## src/meh_params.svh

```systemverilog
// Constants for the memory unit error handler: register offsets, field positions, reset values.
// Assumes inclusion by bare name from the package and the design file.
`ifndef MEH_PARAMS_SVH
`define MEH_PARAMS_SVH
`define MEH_OFF_TB_STS 12'h000
`define MEH_OFF_TB_ADR 12'h004
`define MEH_OFF_PC_STS 12'h008
`define MEH_OFF_PC_ADR 12'h00C
`define MEH_BIT_LOCK 0
`define MEH_BIT_TAG_PARITY_FLAG 1
`define MEH_BIT_DATA_PARITY_FLAG 2
`define MEH_BIT_PTE_HERR 3
`define MEH_BIT_WRREF 4
`define MEH_STS_RESET 5'h00
`define MEH_ADR_RESET 32'h00000000
`endif

```

## src/meh_pkg.sv

```systemverilog
// Types shared by the memory unit error handler.
// Assumes the params header is on the include path.
`include "meh_params.svh"
package meh_pkg;
  typedef logic [4:0] meh_sts_t;
  typedef logic [31:0] meh_word_t;
  typedef logic [1:0] meh_fill_t;
  typedef enum logic [1:0] {
    MEH_FILL_NONE = 2'h0,
    MEH_FILL_I = 2'h1,
    MEH_FILL_D = 2'h2,
    MEH_FILL_INVALIDATE_CMD = 2'h3
  } meh_cmd_t;
endpackage

```

## src/meh_error_handler.sv

```systemverilog
// Memory unit error handler: parity error capture, parity reactions, fill error propagation.
// Assumes one clock, synchronous inputs, and an APB master for the error registers.
// What this block does
// - Unlocked xlate parity error captures address, status, lock
// - Tag and data parity flags may set together
// - Locked registers freeze; later errors dropped
// - Lock zero means register contents invalid
// - Writing one to lock clears it
// - Cache pair captures quadword address, PTE hard errors
// - Locked cache status disables cache accesses
// - Controller errors forwarded; only PTE hard errors logged locally
// - ECC error fill becomes no-op, no strobes
// - Hard error requested data returned, flagged hard
// - Hard error ends fill; miss latch invalidated
// - Hard error fill acts as block invalidate
// - Xlate parity: microtrap, flush, invalidate all, record
// - Cache tag parity read: force miss, interrupt, record
// - Cache data parity read or write: late enable, interrupt, record
// - Invalidate hitting tag parity still performed
// - PTE read hard error recorded; miss sequence ends
// - Instruction reference: tag latch, data or queue status
// - Execution reference non-probe: memory management trap
`timescale 1ns/1ps
`include "meh_params.svh"
module meh_error_handler (
  // Clock and reset
  input wire logic clock_i,
  input wire logic rst_i,
  // APB slave
  input wire logic psel_i,
  input wire logic penable_i,
  input wire logic pwrite_i,
  input wire logic [11:0] paddr_i,
  input wire meh_pkg::meh_word_t pwdata_i,
  output meh_pkg::meh_word_t prdata_o,
  output logic pready_o,
  output logic pslverr_o,
  // Translation buffer checks
  input wire logic xlate_tag_perr_i,
  input wire logic xlate_data_perr_i,
  input wire meh_pkg::meh_word_t xlate_vaddr_i,
  // Primary cache checks
  input wire logic l1_tag_perr_i,
  input wire logic l1_data_perr_i,
  input wire logic l1_ref_read_i,
  input wire logic l1_ref_write_i,
  input wire logic l1_ref_invalidate_cmd_i,
  input wire logic [28:0] l1_qw_paddr_i,
  // Fill return from second-level cache controller
  input wire meh_pkg::meh_cmd_t fill_cmd_i,
  input wire logic fill_req_qw_i,
  input wire logic fill_ecc_err_i,
  input wire logic fill_hard_err_i,
  input wire logic fill_last_i,
  input wire logic [63:0] fill_data_i,
  input wire logic fill_is_pte_i,
  input wire logic pte_for_ibox_i,
  input wire logic pte_ebox_probe_i,
  input wire logic pte_destination_address_cmd_i,
  input wire logic [28:0] fill_qw_paddr_i,
  // Reactions to the pipeline
  output logic xlate_parity_microtrap_o,
  output logic invalidate_all_xlate_o,
  output logic flush_refs_o,
  output logic force_miss_o,
  output logic cbox_late_en_o,
  output logic soft_err_irq_o,
  output logic l1_access_disable_o,
  output logic invalidate_cmd_allow_o,
  // Fill side results
  output logic [63:0] result_data_bus_o,
  output logic vcache_data_valid_o,
  output logic result_valid_o,
  output logic result_hard_err_o,
  output logic instr_cache_fill_o,
  output logic data_cache_fill_o,
  output logic invalidate_cmd_o,
  output logic miss_latch_clear_o,
  output logic xlate_miss_abort_o,
  output logic iref_err_tag_o,
  output logic [2:0] paddr_queue_status_o,
  output logic mm_trap_o
);
  import meh_pkg::*;

  ////////////////////////////////////////////////////////////////////////////
  // Error register state
  meh_sts_t tb_sts_q, tb_sts_d;
  meh_word_t tb_adr_q, tb_adr_d;
  meh_sts_t pc_sts_q, pc_sts_d;
  meh_word_t pc_adr_q, pc_adr_d;
  meh_word_t prdata_q, prdata_d;
  logic [63:0] md_q;
  logic md_vld_q, md_vic_q, md_herr_q;
  logic irq_q;
  logic rd_wait_q;

  ////////////////////////////////////////////////////////////////////////////
  // Bus decode
  wire apb_acc = psel_i & penable_i;
  wire apb_wr = apb_acc & pwrite_i;
  wire sel_tbs = paddr_i == `MEH_OFF_TB_STS;
  wire sel_tba = paddr_i == `MEH_OFF_TB_ADR;
  wire sel_pcs = paddr_i == `MEH_OFF_PC_STS;
  wire sel_pca = paddr_i == `MEH_OFF_PC_ADR;
  wire mapped = sel_tbs | sel_tba | sel_pcs | sel_pca;
  // Writing one to lock re-arms capture
  wire tb_unlock = apb_wr & sel_tbs & pwdata_i[`MEH_BIT_LOCK];
  wire pc_unlock = apb_wr & sel_pcs & pwdata_i[`MEH_BIT_LOCK];
  // Reads take one wait state so the answer comes from a flop
  wire rd_start = apb_acc & ~pwrite_i & ~rd_wait_q;
  assign pready_o = ~(apb_acc & ~pwrite_i) | rd_wait_q;
  assign pslverr_o = apb_acc & ~mapped & pready_o;
  assign prdata_o = prdata_q;

  ////////////////////////////////////////////////////////////////////////////
  // Translation buffer parity
  wire tb_lock = tb_sts_q[`MEH_BIT_LOCK];
  wire tb_err = xlate_tag_perr_i | xlate_data_perr_i;
  // Capture only while unlocked; frozen otherwise
  wire tb_cap = tb_err & ~tb_lock;
  assign xlate_parity_microtrap_o = tb_err;
  assign invalidate_all_xlate_o = tb_err;
  assign flush_refs_o = tb_err;

  always_comb begin
    tb_sts_d = tb_sts_q;
    tb_adr_d = tb_adr_q;
    if (tb_cap) begin
      tb_sts_d = `MEH_STS_RESET;
      tb_sts_d[`MEH_BIT_LOCK] = 1'b1;
      tb_sts_d[`MEH_BIT_TAG_PARITY_FLAG] = xlate_tag_perr_i;
      tb_sts_d[`MEH_BIT_DATA_PARITY_FLAG] = xlate_data_perr_i;
      tb_adr_d = xlate_vaddr_i;
    end else if (tb_unlock) begin
      tb_sts_d[`MEH_BIT_LOCK] = 1'b0;
    end
  end

  ////////////////////////////////////////////////////////////////////////////
  // Primary cache parity and PTE hard errors
  wire pc_lock = pc_sts_q[`MEH_BIT_LOCK];
  wire pc_perr = (l1_tag_perr_i | l1_data_perr_i) & (l1_ref_read_i | l1_ref_write_i | l1_ref_invalidate_cmd_i);
  wire hard_fill = (fill_cmd_i == MEH_FILL_I || fill_cmd_i == MEH_FILL_D) & fill_hard_err_i & ~fill_ecc_err_i;
  wire pte_herr = hard_fill & fill_is_pte_i;
  wire pc_cap = (pc_perr | pte_herr) & ~pc_lock;
  wire [31:0] pc_addr_in = pc_perr ? {l1_qw_paddr_i, 3'h0} : {fill_qw_paddr_i, 3'h0};

  always_comb begin
    pc_sts_d = pc_sts_q;
    pc_adr_d = pc_adr_q;
    if (pc_cap) begin
      pc_sts_d = `MEH_STS_RESET;
      pc_sts_d[`MEH_BIT_LOCK] = 1'b1;
      pc_sts_d[`MEH_BIT_TAG_PARITY_FLAG] = pc_perr & l1_tag_perr_i;
      pc_sts_d[`MEH_BIT_DATA_PARITY_FLAG] = pc_perr & l1_data_perr_i;
      pc_sts_d[`MEH_BIT_PTE_HERR] = pte_herr;
      pc_sts_d[`MEH_BIT_WRREF] = pc_perr & l1_ref_write_i;
      pc_adr_d = pc_addr_in;
    end else if (pc_unlock) begin
      pc_sts_d[`MEH_BIT_LOCK] = 1'b0;
    end
  end

  assign l1_access_disable_o = pc_lock;
  assign force_miss_o = l1_tag_perr_i & l1_ref_read_i;
  assign cbox_late_en_o = l1_data_perr_i & (l1_ref_read_i | l1_ref_write_i);
  // Invalidate matches on all tag bits, so parity does not block it
  assign invalidate_cmd_allow_o = l1_ref_invalidate_cmd_i & ~pc_lock;
  assign soft_err_irq_o = irq_q;

  ////////////////////////////////////////////////////////////////////////////
  // Fill path: ECC no-op, hard error forwarding
  wire fill_cmd = fill_cmd_i == MEH_FILL_I || fill_cmd_i == MEH_FILL_D;
  // ECC error turns fill into a no-op; of controller errors only PTE hard errors are logged
  wire fill_ok = fill_cmd & ~fill_ecc_err_i & ~fill_hard_err_i;
  wire ret_data = fill_cmd & ~fill_ecc_err_i & fill_req_qw_i & ~fill_is_pte_i;
  assign instr_cache_fill_o = fill_ok & (fill_cmd_i == MEH_FILL_I) & ~pc_lock;
  assign data_cache_fill_o = fill_ok & (fill_cmd_i == MEH_FILL_D) & ~pc_lock;
  assign invalidate_cmd_o = (hard_fill | (fill_cmd_i == MEH_FILL_INVALIDATE_CMD)) & ~pc_lock;
  assign miss_latch_clear_o = hard_fill | (fill_cmd & ~fill_ecc_err_i & fill_last_i);
  assign xlate_miss_abort_o = pte_herr;
  assign iref_err_tag_o = pte_herr & pte_for_ibox_i;
  assign paddr_queue_status_o = {1'b0, pte_herr & pte_for_ibox_i & pte_destination_address_cmd_i, 1'b0};
  assign mm_trap_o = pte_herr & ~pte_for_ibox_i & ~pte_ebox_probe_i;
  assign result_data_bus_o = md_q;
  assign result_valid_o = md_vld_q;
  assign vcache_data_valid_o = md_vic_q;
  assign result_hard_err_o = md_herr_q;

  ////////////////////////////////////////////////////////////////////////////
  // Read data
  always_comb begin
    prdata_d = 32'h00000000;
    if (rd_start) begin
      if (sel_tbs) prdata_d = {27'h0000000, tb_sts_q};
      if (sel_tba) prdata_d = tb_adr_q;
      if (sel_pcs) prdata_d = {27'h0000000, pc_sts_q};
      if (sel_pca) prdata_d = pc_adr_q;
    end
  end
  // Loaded in the first access cycle, shown while pready is high
  wire meh_word_t rd_mux = prdata_d;

  ////////////////////////////////////////////////////////////////////////////
  // Registers
  always_ff @(posedge clock_i or posedge rst_i) begin
    if (rst_i) begin
      tb_sts_q <= `MEH_STS_RESET;
      tb_adr_q <= `MEH_ADR_RESET;
      pc_sts_q <= `MEH_STS_RESET;
      pc_adr_q <= `MEH_ADR_RESET;
      irq_q <= 1'b0;
    end else begin
      tb_sts_q <= tb_sts_d;
      tb_adr_q <= tb_adr_d;
      pc_sts_q <= pc_sts_d;
      pc_adr_q <= pc_adr_d;
      irq_q <= pc_perr & ~pc_lock;
    end
  end

  always_ff @(posedge clock_i or posedge rst_i) begin
    if (rst_i) begin
      md_q <= 64'h0000000000000000;
      md_vld_q <= 1'b0;
      md_vic_q <= 1'b0;
      md_herr_q <= 1'b0;
    end else begin
      md_q <= ret_data ? fill_data_i : md_q;
      md_vld_q <= ret_data;
      md_vic_q <= ret_data & (fill_cmd_i == MEH_FILL_I) & ~fill_hard_err_i;
      md_herr_q <= ret_data & fill_hard_err_i;
    end
  end

  always_ff @(posedge clock_i or posedge rst_i) begin
    if (rst_i) begin
      prdata_q <= 32'h00000000;
      rd_wait_q <= 1'b0;
    end else begin
      prdata_q <= rd_start ? rd_mux : prdata_q;
      rd_wait_q <= rd_start;
    end
  end
endmodule

```

## config.mk

```make
export PLATFORM = sky130hd
export DESIGN_NAME = meh_error_handler
export DESIGN_NICKNAME = d
export VERILOG_FILES = /design/src/meh_pkg.sv /design/src/meh_error_handler.sv
export VERILOG_INCLUDE_DIRS = /design/src
export SDC_FILE = /design/constraint.sdc
export NUM_CORES = 1
export LEC_CHECK = 0
export ABC_AREA = 0
export BUFFER_PORTS_ARGS = -buffer_cell sky130_fd_sc_hd__buf_2
export CAP_MARGIN = 10
export CELL_PAD_IN_SITES_DETAIL_PLACEMENT = 0
export CELL_PAD_IN_SITES_GLOBAL_PLACEMENT = 1
export CORE_ASPECT_RATIO = 0.9
export CORE_UTILIZATION = 32
export DETAILED_ROUTE_END_ITERATION = 7
export GPL_TIMING_DRIVEN = 0
export PLACE_DENSITY_LB_ADDON = 0.1
export SLEW_MARGIN = 5
export SYNTH_ARGS = -nofsm -noshare
export SYNTH_HDL_FRONTEND = slang
export SYNTH_SLANG_ARGS = --single-unit
```

## constraint.sdc

```tcl
create_clock -name clock_i -period 5.5 [get_ports clock_i]
set_input_delay 0.825 -clock clock_i [delete_from_list [all_inputs] [get_ports clock_i]]
set_output_delay 0.825 -clock clock_i [all_outputs]
set_load 0.02 [all_outputs]
```

==> impl_metrics.tcl, run 1 <==
set metrics [dict create \
    drv_cap 0 \
    crit_required_ns 4.68 \
    core-area_sq_um 21700 \
    crit_chain "buf_2, inv_1, ha_1, or3_4, nor3b_1, buf_2" \
    io_pins 339 \
    async_flop_share_pct 100 \
    clk_path_buf_depth 2 \
    ys_seq_elements 170 \
    yosys_most_used_dff "dfrtp_1" \
    die_y_um 143 \
    grt_pass1_wl_mm 32.2 \
    holdWs_ns 0.424 \
    ctsHtreeMaxLevel 4 \
    die-area_sq_um 22800 \
    grt_setup_unrepaired "no" \
    area_growth_pct 35.1 \
    vias 5574 \
    max_freq_mhz 319 \
    numPortBuffers 304 \
    cp-end-kind "output port" \
    remaining_drc_errors 0 \
    cts.sinks 170 \
    critPathKind "in2out" \
    rows 51 \
    arrival_ns 2.31 \
    setup_viol 0 \
    leakagePower_nw 4.69 \
    grt.overflow.total 0 \
    critPathMostFrequentCell "buf_2" \
    nFillCells 2106 \
    tightest_slew_ns 0.909 \
    ys_types 44 \
    synth_compound_area_share_pct 9.12 \
    cts_setup_buffers 0 \
    drtIter0Drc 226 \
    grt_max_degree 101 \
    final_nets 1077 \
    cp_slowest_cell "or3_4" \
    slowest_delay_ns 0.43 \
    final_area_sq_um 9620 \
    clk_latency_ns 0.42 \
    crit_buf_inv 3 \
    synth_area_sq_um 7120 \
    drt-total-wl_mm 20.6 \
    place_congestion 0.782 \
    hold_path_class "in2async" \
    hold_buffers 0 \
    drt-vias-per-instance 4.81 \
    cts_root_buf "clkbuf_16" \
    drt_first_pass_iters 4 \
    dp_slack_ns 2.36 \
    yosys.area_share.simple_pct 7.49 \
    synthAdderAreaFrac_pct 0.527 \
    grt_pass1_vias 5747 \
    start_kind "primary input" \
    muxShareOfSynthArea_pct 20.1 \
    cts_buffers 17 \
    relSlewSlack_pct 39.4 \
    antenna_found_initial 3 \
    synth_xor_xnor_area_share_pct 0 \
    tns_ns 0 \
    drive_gt1_share_pct 53.5 \
    slew_viol_final 0 \
    final_cell_mix "310 x buf_2, 170 x dfrtp_1, 103 x mux2_2" \
    cts_resized 0 \
    cp_top_family "simple AND/OR/NAND/NOR gates" \
    total_power_w 0.00334 \
    period_minus_slack_ns 3.13 \
    finalCritPeriodShare_pct 57.0 \
    synthCells 529 \
    yosys_warnings 0 \
    clock_skew_ns 0.00956 \
    seq_area_frac_synth_pct 59.8 \
    die_x_um 159 \
    drtAntennaViolNets 0 \
    timing.final.hold_violations 0 \
    synth_top_family_by_area "multiplexers" \
    peakVddDrop_mv 0.186 \
    cts_tree "done" \
    avgSynthCellArea_sq_um 13.5 \
    critPathMaxFanout 5 \
    track_usage_pct 18.5 \
    final.setup.worst_slack_ns 2.37 \
    dp_hpwl_mm 15.6 \
    layout_commonest_cell "buf_2" \
    outcome "complete, no violations" \
    postPlaceCellArea_sq_um 9040 \
    synth_edf_count 0 \
    start_util_pct 32.8 \
    path_clk_slew_ns 0.07 \
    wl_per_cell_um 17.8 \
    powerDensity_nw_per_um2 348 \
]
## stage by stage
step | cells | utilization, %
floorplan | 530 | -
global placement | 1125 | 41.5
detailed placement | 1126 | 41.7
CTS | 1156 | 44.3
global route | 1158 | 44.3
finish | 1158 | 44.3
## cell type report
| cell class | instances | area (sq um) | area share, % |
|---|---|---|---|
| antenna | 2 | 5.00 | 0.0520 |
| buffer | 38 | 176 | 1.83 |
| clock buffer | 18 | 429 | 4.46 |
| clock inverter | 12 | 140 | 1.46 |
| inverter | 9 | 41.3 | 0.429 |
| multi-input combinational | 313 | 2660 | 27.6 |
| sequential | 170 | 4250 | 44.2 |
| tap | 291 | 364 | 3.79 |
| timing repair buffer | 305 | 1550 | 16.1 |
## state kept, by name (all words and copies together) (netlist names)
| name | cells |
|---|---|
| pc_adr_q | 29 |
| tb_sts_q | 3 |
| result_hard_err_o | 1 |
| prdata_o | 32 |
| rd_wait_q | 1 |
| result_data_bus_o | 64 |
| soft_err_irq_o | 1 |
| tb_adr_q | 32 |
| pc_sts_q | 5 |
| result_valid_o | 1 |
| vcache_data_valid_o | 1 |
## cells in the mapped netlist (all sizes together), types with 4 or more instances
cell type  count  area [sq um]
o221a         29           327
dfrtp        170          4250
nor3b          4          30.0
mux2i         27           270
o21ai         29           145
and2           4          25.0
or3           30           193
inv            9          33.8
buf           13          82.6
mux2         103          1160
nor2b          4          25.0
a21oi          4          20.0
nand2         33           124
nor2           7          26.3
clkbuf        25          93.8
## routing by layer
layer  track usage (%)  part of all wire, %  wire [um]
met3              4.62                  5.6       1150
met5                 0                0.063         13
met1              24.4                   44       9130
met2              29.2                   47       9790
met4              7.24                  2.7        550
## power breakdown
part,internal (W),total [W],switching (W)
sequential,0.00143,0.00151,0.0000864
combinational,0.000292,0.000645,0.000353
clock,0.000670,0.00119,0.000517
## kinds of logic (layout without fill, tap and decap cells)
logic type,after synthesis,count (layout)
AO/OA/AOI/OAI,81,81
adder cells (fa/ha/maj),3,3
buffers and inverters,47,382
flip-flops,170,170
multiplexers,130,130
other,1,4
AND/OR/NAND/NOR,97,97
## path summary, 6_finish.rpt
kind,from,to,slack [ns],depth (start not counted)
setup / recovery,fill_cmd_i[0],data_cache_fill_o,2.37,6
hold / removal,rst_i,result_data_bus_o[62],0.42,2
setup reg to reg,pc_sts_q[0],pc_adr_q[20],3.41,4
hold reg to reg,prdata_o[9],prdata_o[9],0.48,2
max in group asynchronous,rst_i,prdata_o[3],4.16,3
min in group clock_i,prdata_o[9],prdata_o[9],0.48,2
Power figures use the tool's default switching activity.
==> run 2: changes to the inputs <==
Settings changed: ABC_AREA 0 to 1, CORE_UTILIZATION 32 to 34.
Clock period 5.5 ns to 3.3 ns, I/O delays scaled along.
==> impl_metrics.tcl, run 2 <==
set metrics [dict create \
    outcome "complete, no violations" \
    die_y_um 146 \
    drt-vias-per-instance 4.41 \
    crit_required_ns 2.80 \
    start_util_pct 34.7 \
    clk_path_buf_depth 2 \
    ctsHtreeMaxLevel 4 \
    die_x_um 162 \
    final_cell_mix "461 x nand2_1, 327 x buf_2, 170 x dfrtp_1" \
    drv_cap 0 \
    critPathKind "reg2out" \
    die-area_sq_um 23600 \
    ys_top_cells_by_area "dfrtp_1 54%, nand2_1 22%, mux2_2 4.6%, nand3_1 4.2%, inv_1 2.7%" \
    remaining_drc_errors 0 \
    grt.overflow.total 0 \
    rrSetupSlack_ns 1.56 \
    peakVddDrop_mv 0.326 \
    regArea_sq_um 4250 \
    tns_ns 0 \
    ys_seq_elements 170 \
    vias 6943 \
    async_flop_share_pct 100 \
    nFillCells 2314 \
    grt_pass1_wl_mm 37.5 \
    start_kind "flip-flop" \
    layout_commonest_cell "nand2_1" \
    arrival_ns 2.10 \
    rows 52 \
    setup_viol 0 \
    yosysMostFrequentCell "nand2_1" \
    cts_buffers 17 \
    path_clk_slew_ns 0.07 \
    cts_setup_buffers 0 \
    final_nets 1484 \
    synth_area_sq_um 7810 \
    drt_first_pass_iters 4 \
    drt-total-wl_mm 23.5 \
    clk_latency_ns 0.43 \
    track_usage_pct 20.8 \
    cts_resized 0 \
    grt_setup_unrepaired "no" \
    core-area_sq_um 22500 \
    period_minus_slack_ns 2.60 \
    wl_per_cell_um 14.9 \
    seq_area_frac_synth_pct 54.5 \
    io_pins 339 \
    ys_types 30 \
    numPortBuffers 305 \
    dp_slack_ns 0.847 \
    drive_gt1_share_pct 34.8 \
    cts_tree "done" \
    place_congestion 0.760 \
    drtAntennaViolNets 0 \
    critPathMaxFanout 10 \
    grt_pass1_vias 6763 \
    grt_max_degree 39 \
    dp_hpwl_mm 17.9 \
    yosys_most_used_dff "dfrtp_1" \
    cts_root_buf "clkbuf_16" \
    hold_path_class "in2async" \
    max_freq_mhz 385 \
    synthCells 931 \
    antenna_found_initial 7 \
    tightest_slew_ns 0.696 \
    relSlewSlack_pct 53.5 \
    synth.largest_area_cell "dfrtp_1" \
    yosys_warnings 0 \
    area_growth_pct 33.3 \
    cts.sinks 170 \
    drtIter0Drc 265 \
    cp-end-kind "output port" \
    finalCritPeriodShare_pct 78.8 \
    clock_skew_ns 0.00873 \
    final.setup.worst_slack_ns 0.701 \
    yosys.area.top_type_share_pct 54.5 \
    slew_viol_final 0 \
    avgSynthCellArea_sq_um 8.39 \
    synth_common_cells "461 x nand2_1, 170 x dfrtp_1, 66 x nand3_1, 57 x inv_1, 33 x o21ai_0" \
    leakagePower_nw 6.05 \
    hold_buffers 0 \
    timing.final.hold_violations 0 \
    synth_edf_count 0 \
    total_power_w 0.00616 \
    powerDensity_nw_per_um2 592 \
    largest_reg_flops 64 \
    multi_input_area_sq_um 2990 \
]
run 2: report_power, final:
part | internal (W) | switching (W) | leakage (nW)
sequential | 0.00257 | 0.000256 | 2.16
clock | 0.00114 | 0.000912 | 0.286
combinational | 0.000520 | 0.000768 | 3.61
run 2: final timing paths:
path / cells after the start / endpoint / start
setup / recovery: 4 / pready_o / rd_wait_q
hold / removal: 2 / result_data_bus_o[54] / rst_i
setup reg to reg: 5 / prdata_o[2] / rd_wait_q
hold reg to reg: 2 / pc_adr_q[28] / pc_adr_q[28]
max in group asynchronous: 5 / prdata_o[14] / rst_i
min in group clock_i: 3 / result_data_bus_o[48] / fill_data_i[48]
run 2: kinds of logic after synthesis:
group,after synthesis,synth area share [%]
compound gates,38,2.63
flops,170,54.5
other cells,1,0.0480
buf+inv,111,7.27
simple gates,576,30.5
mux,32,4.61
fa+ha+maj,3,0.481
run 2: layer usage:
layer	track usage (%)	vias up	wire [um]
met5	0	-	49
met4	6.79	8	401
met3	7.12	28	1810
met2	34.1	208	11200
met1	25.6	3167	9960
li1	-	3532	-
run 2: critical path, stage by stage, from the launching register on:
cell and delay (ns):
dfrtp_1 0.41, nor3_4 0.32, clkinv_1 0.41, buf_2 0.35, buf_2 0.19
run 2: layout make-up:
class | instances | area share (%)
well taps | 297 | 3.57
multi-input cells | 651 | 28.7
plain buffers | 50 | 3.23
repair buffers | 310 | 15.6
diodes | 3 | 0.0721
clock inverters | 13 | 1.50
clock buffers | 18 | 4.12
flip-flops and latches | 170 | 40.9
inverters | 61 | 2.26
run 2: per-stage QoR:
stage	hold slack, ns	instances	area [sq um]	utilization [%]
floorplan	0.443	932	7820	-
global placement	0.455	1534	9720	43.2
detailed placement	0.459	1539	9820	43.6
CTS	0.170	1570	10400	46.2
global route	0.192	1571	10400	46.2
finish	0.159	1573	10400	46.2
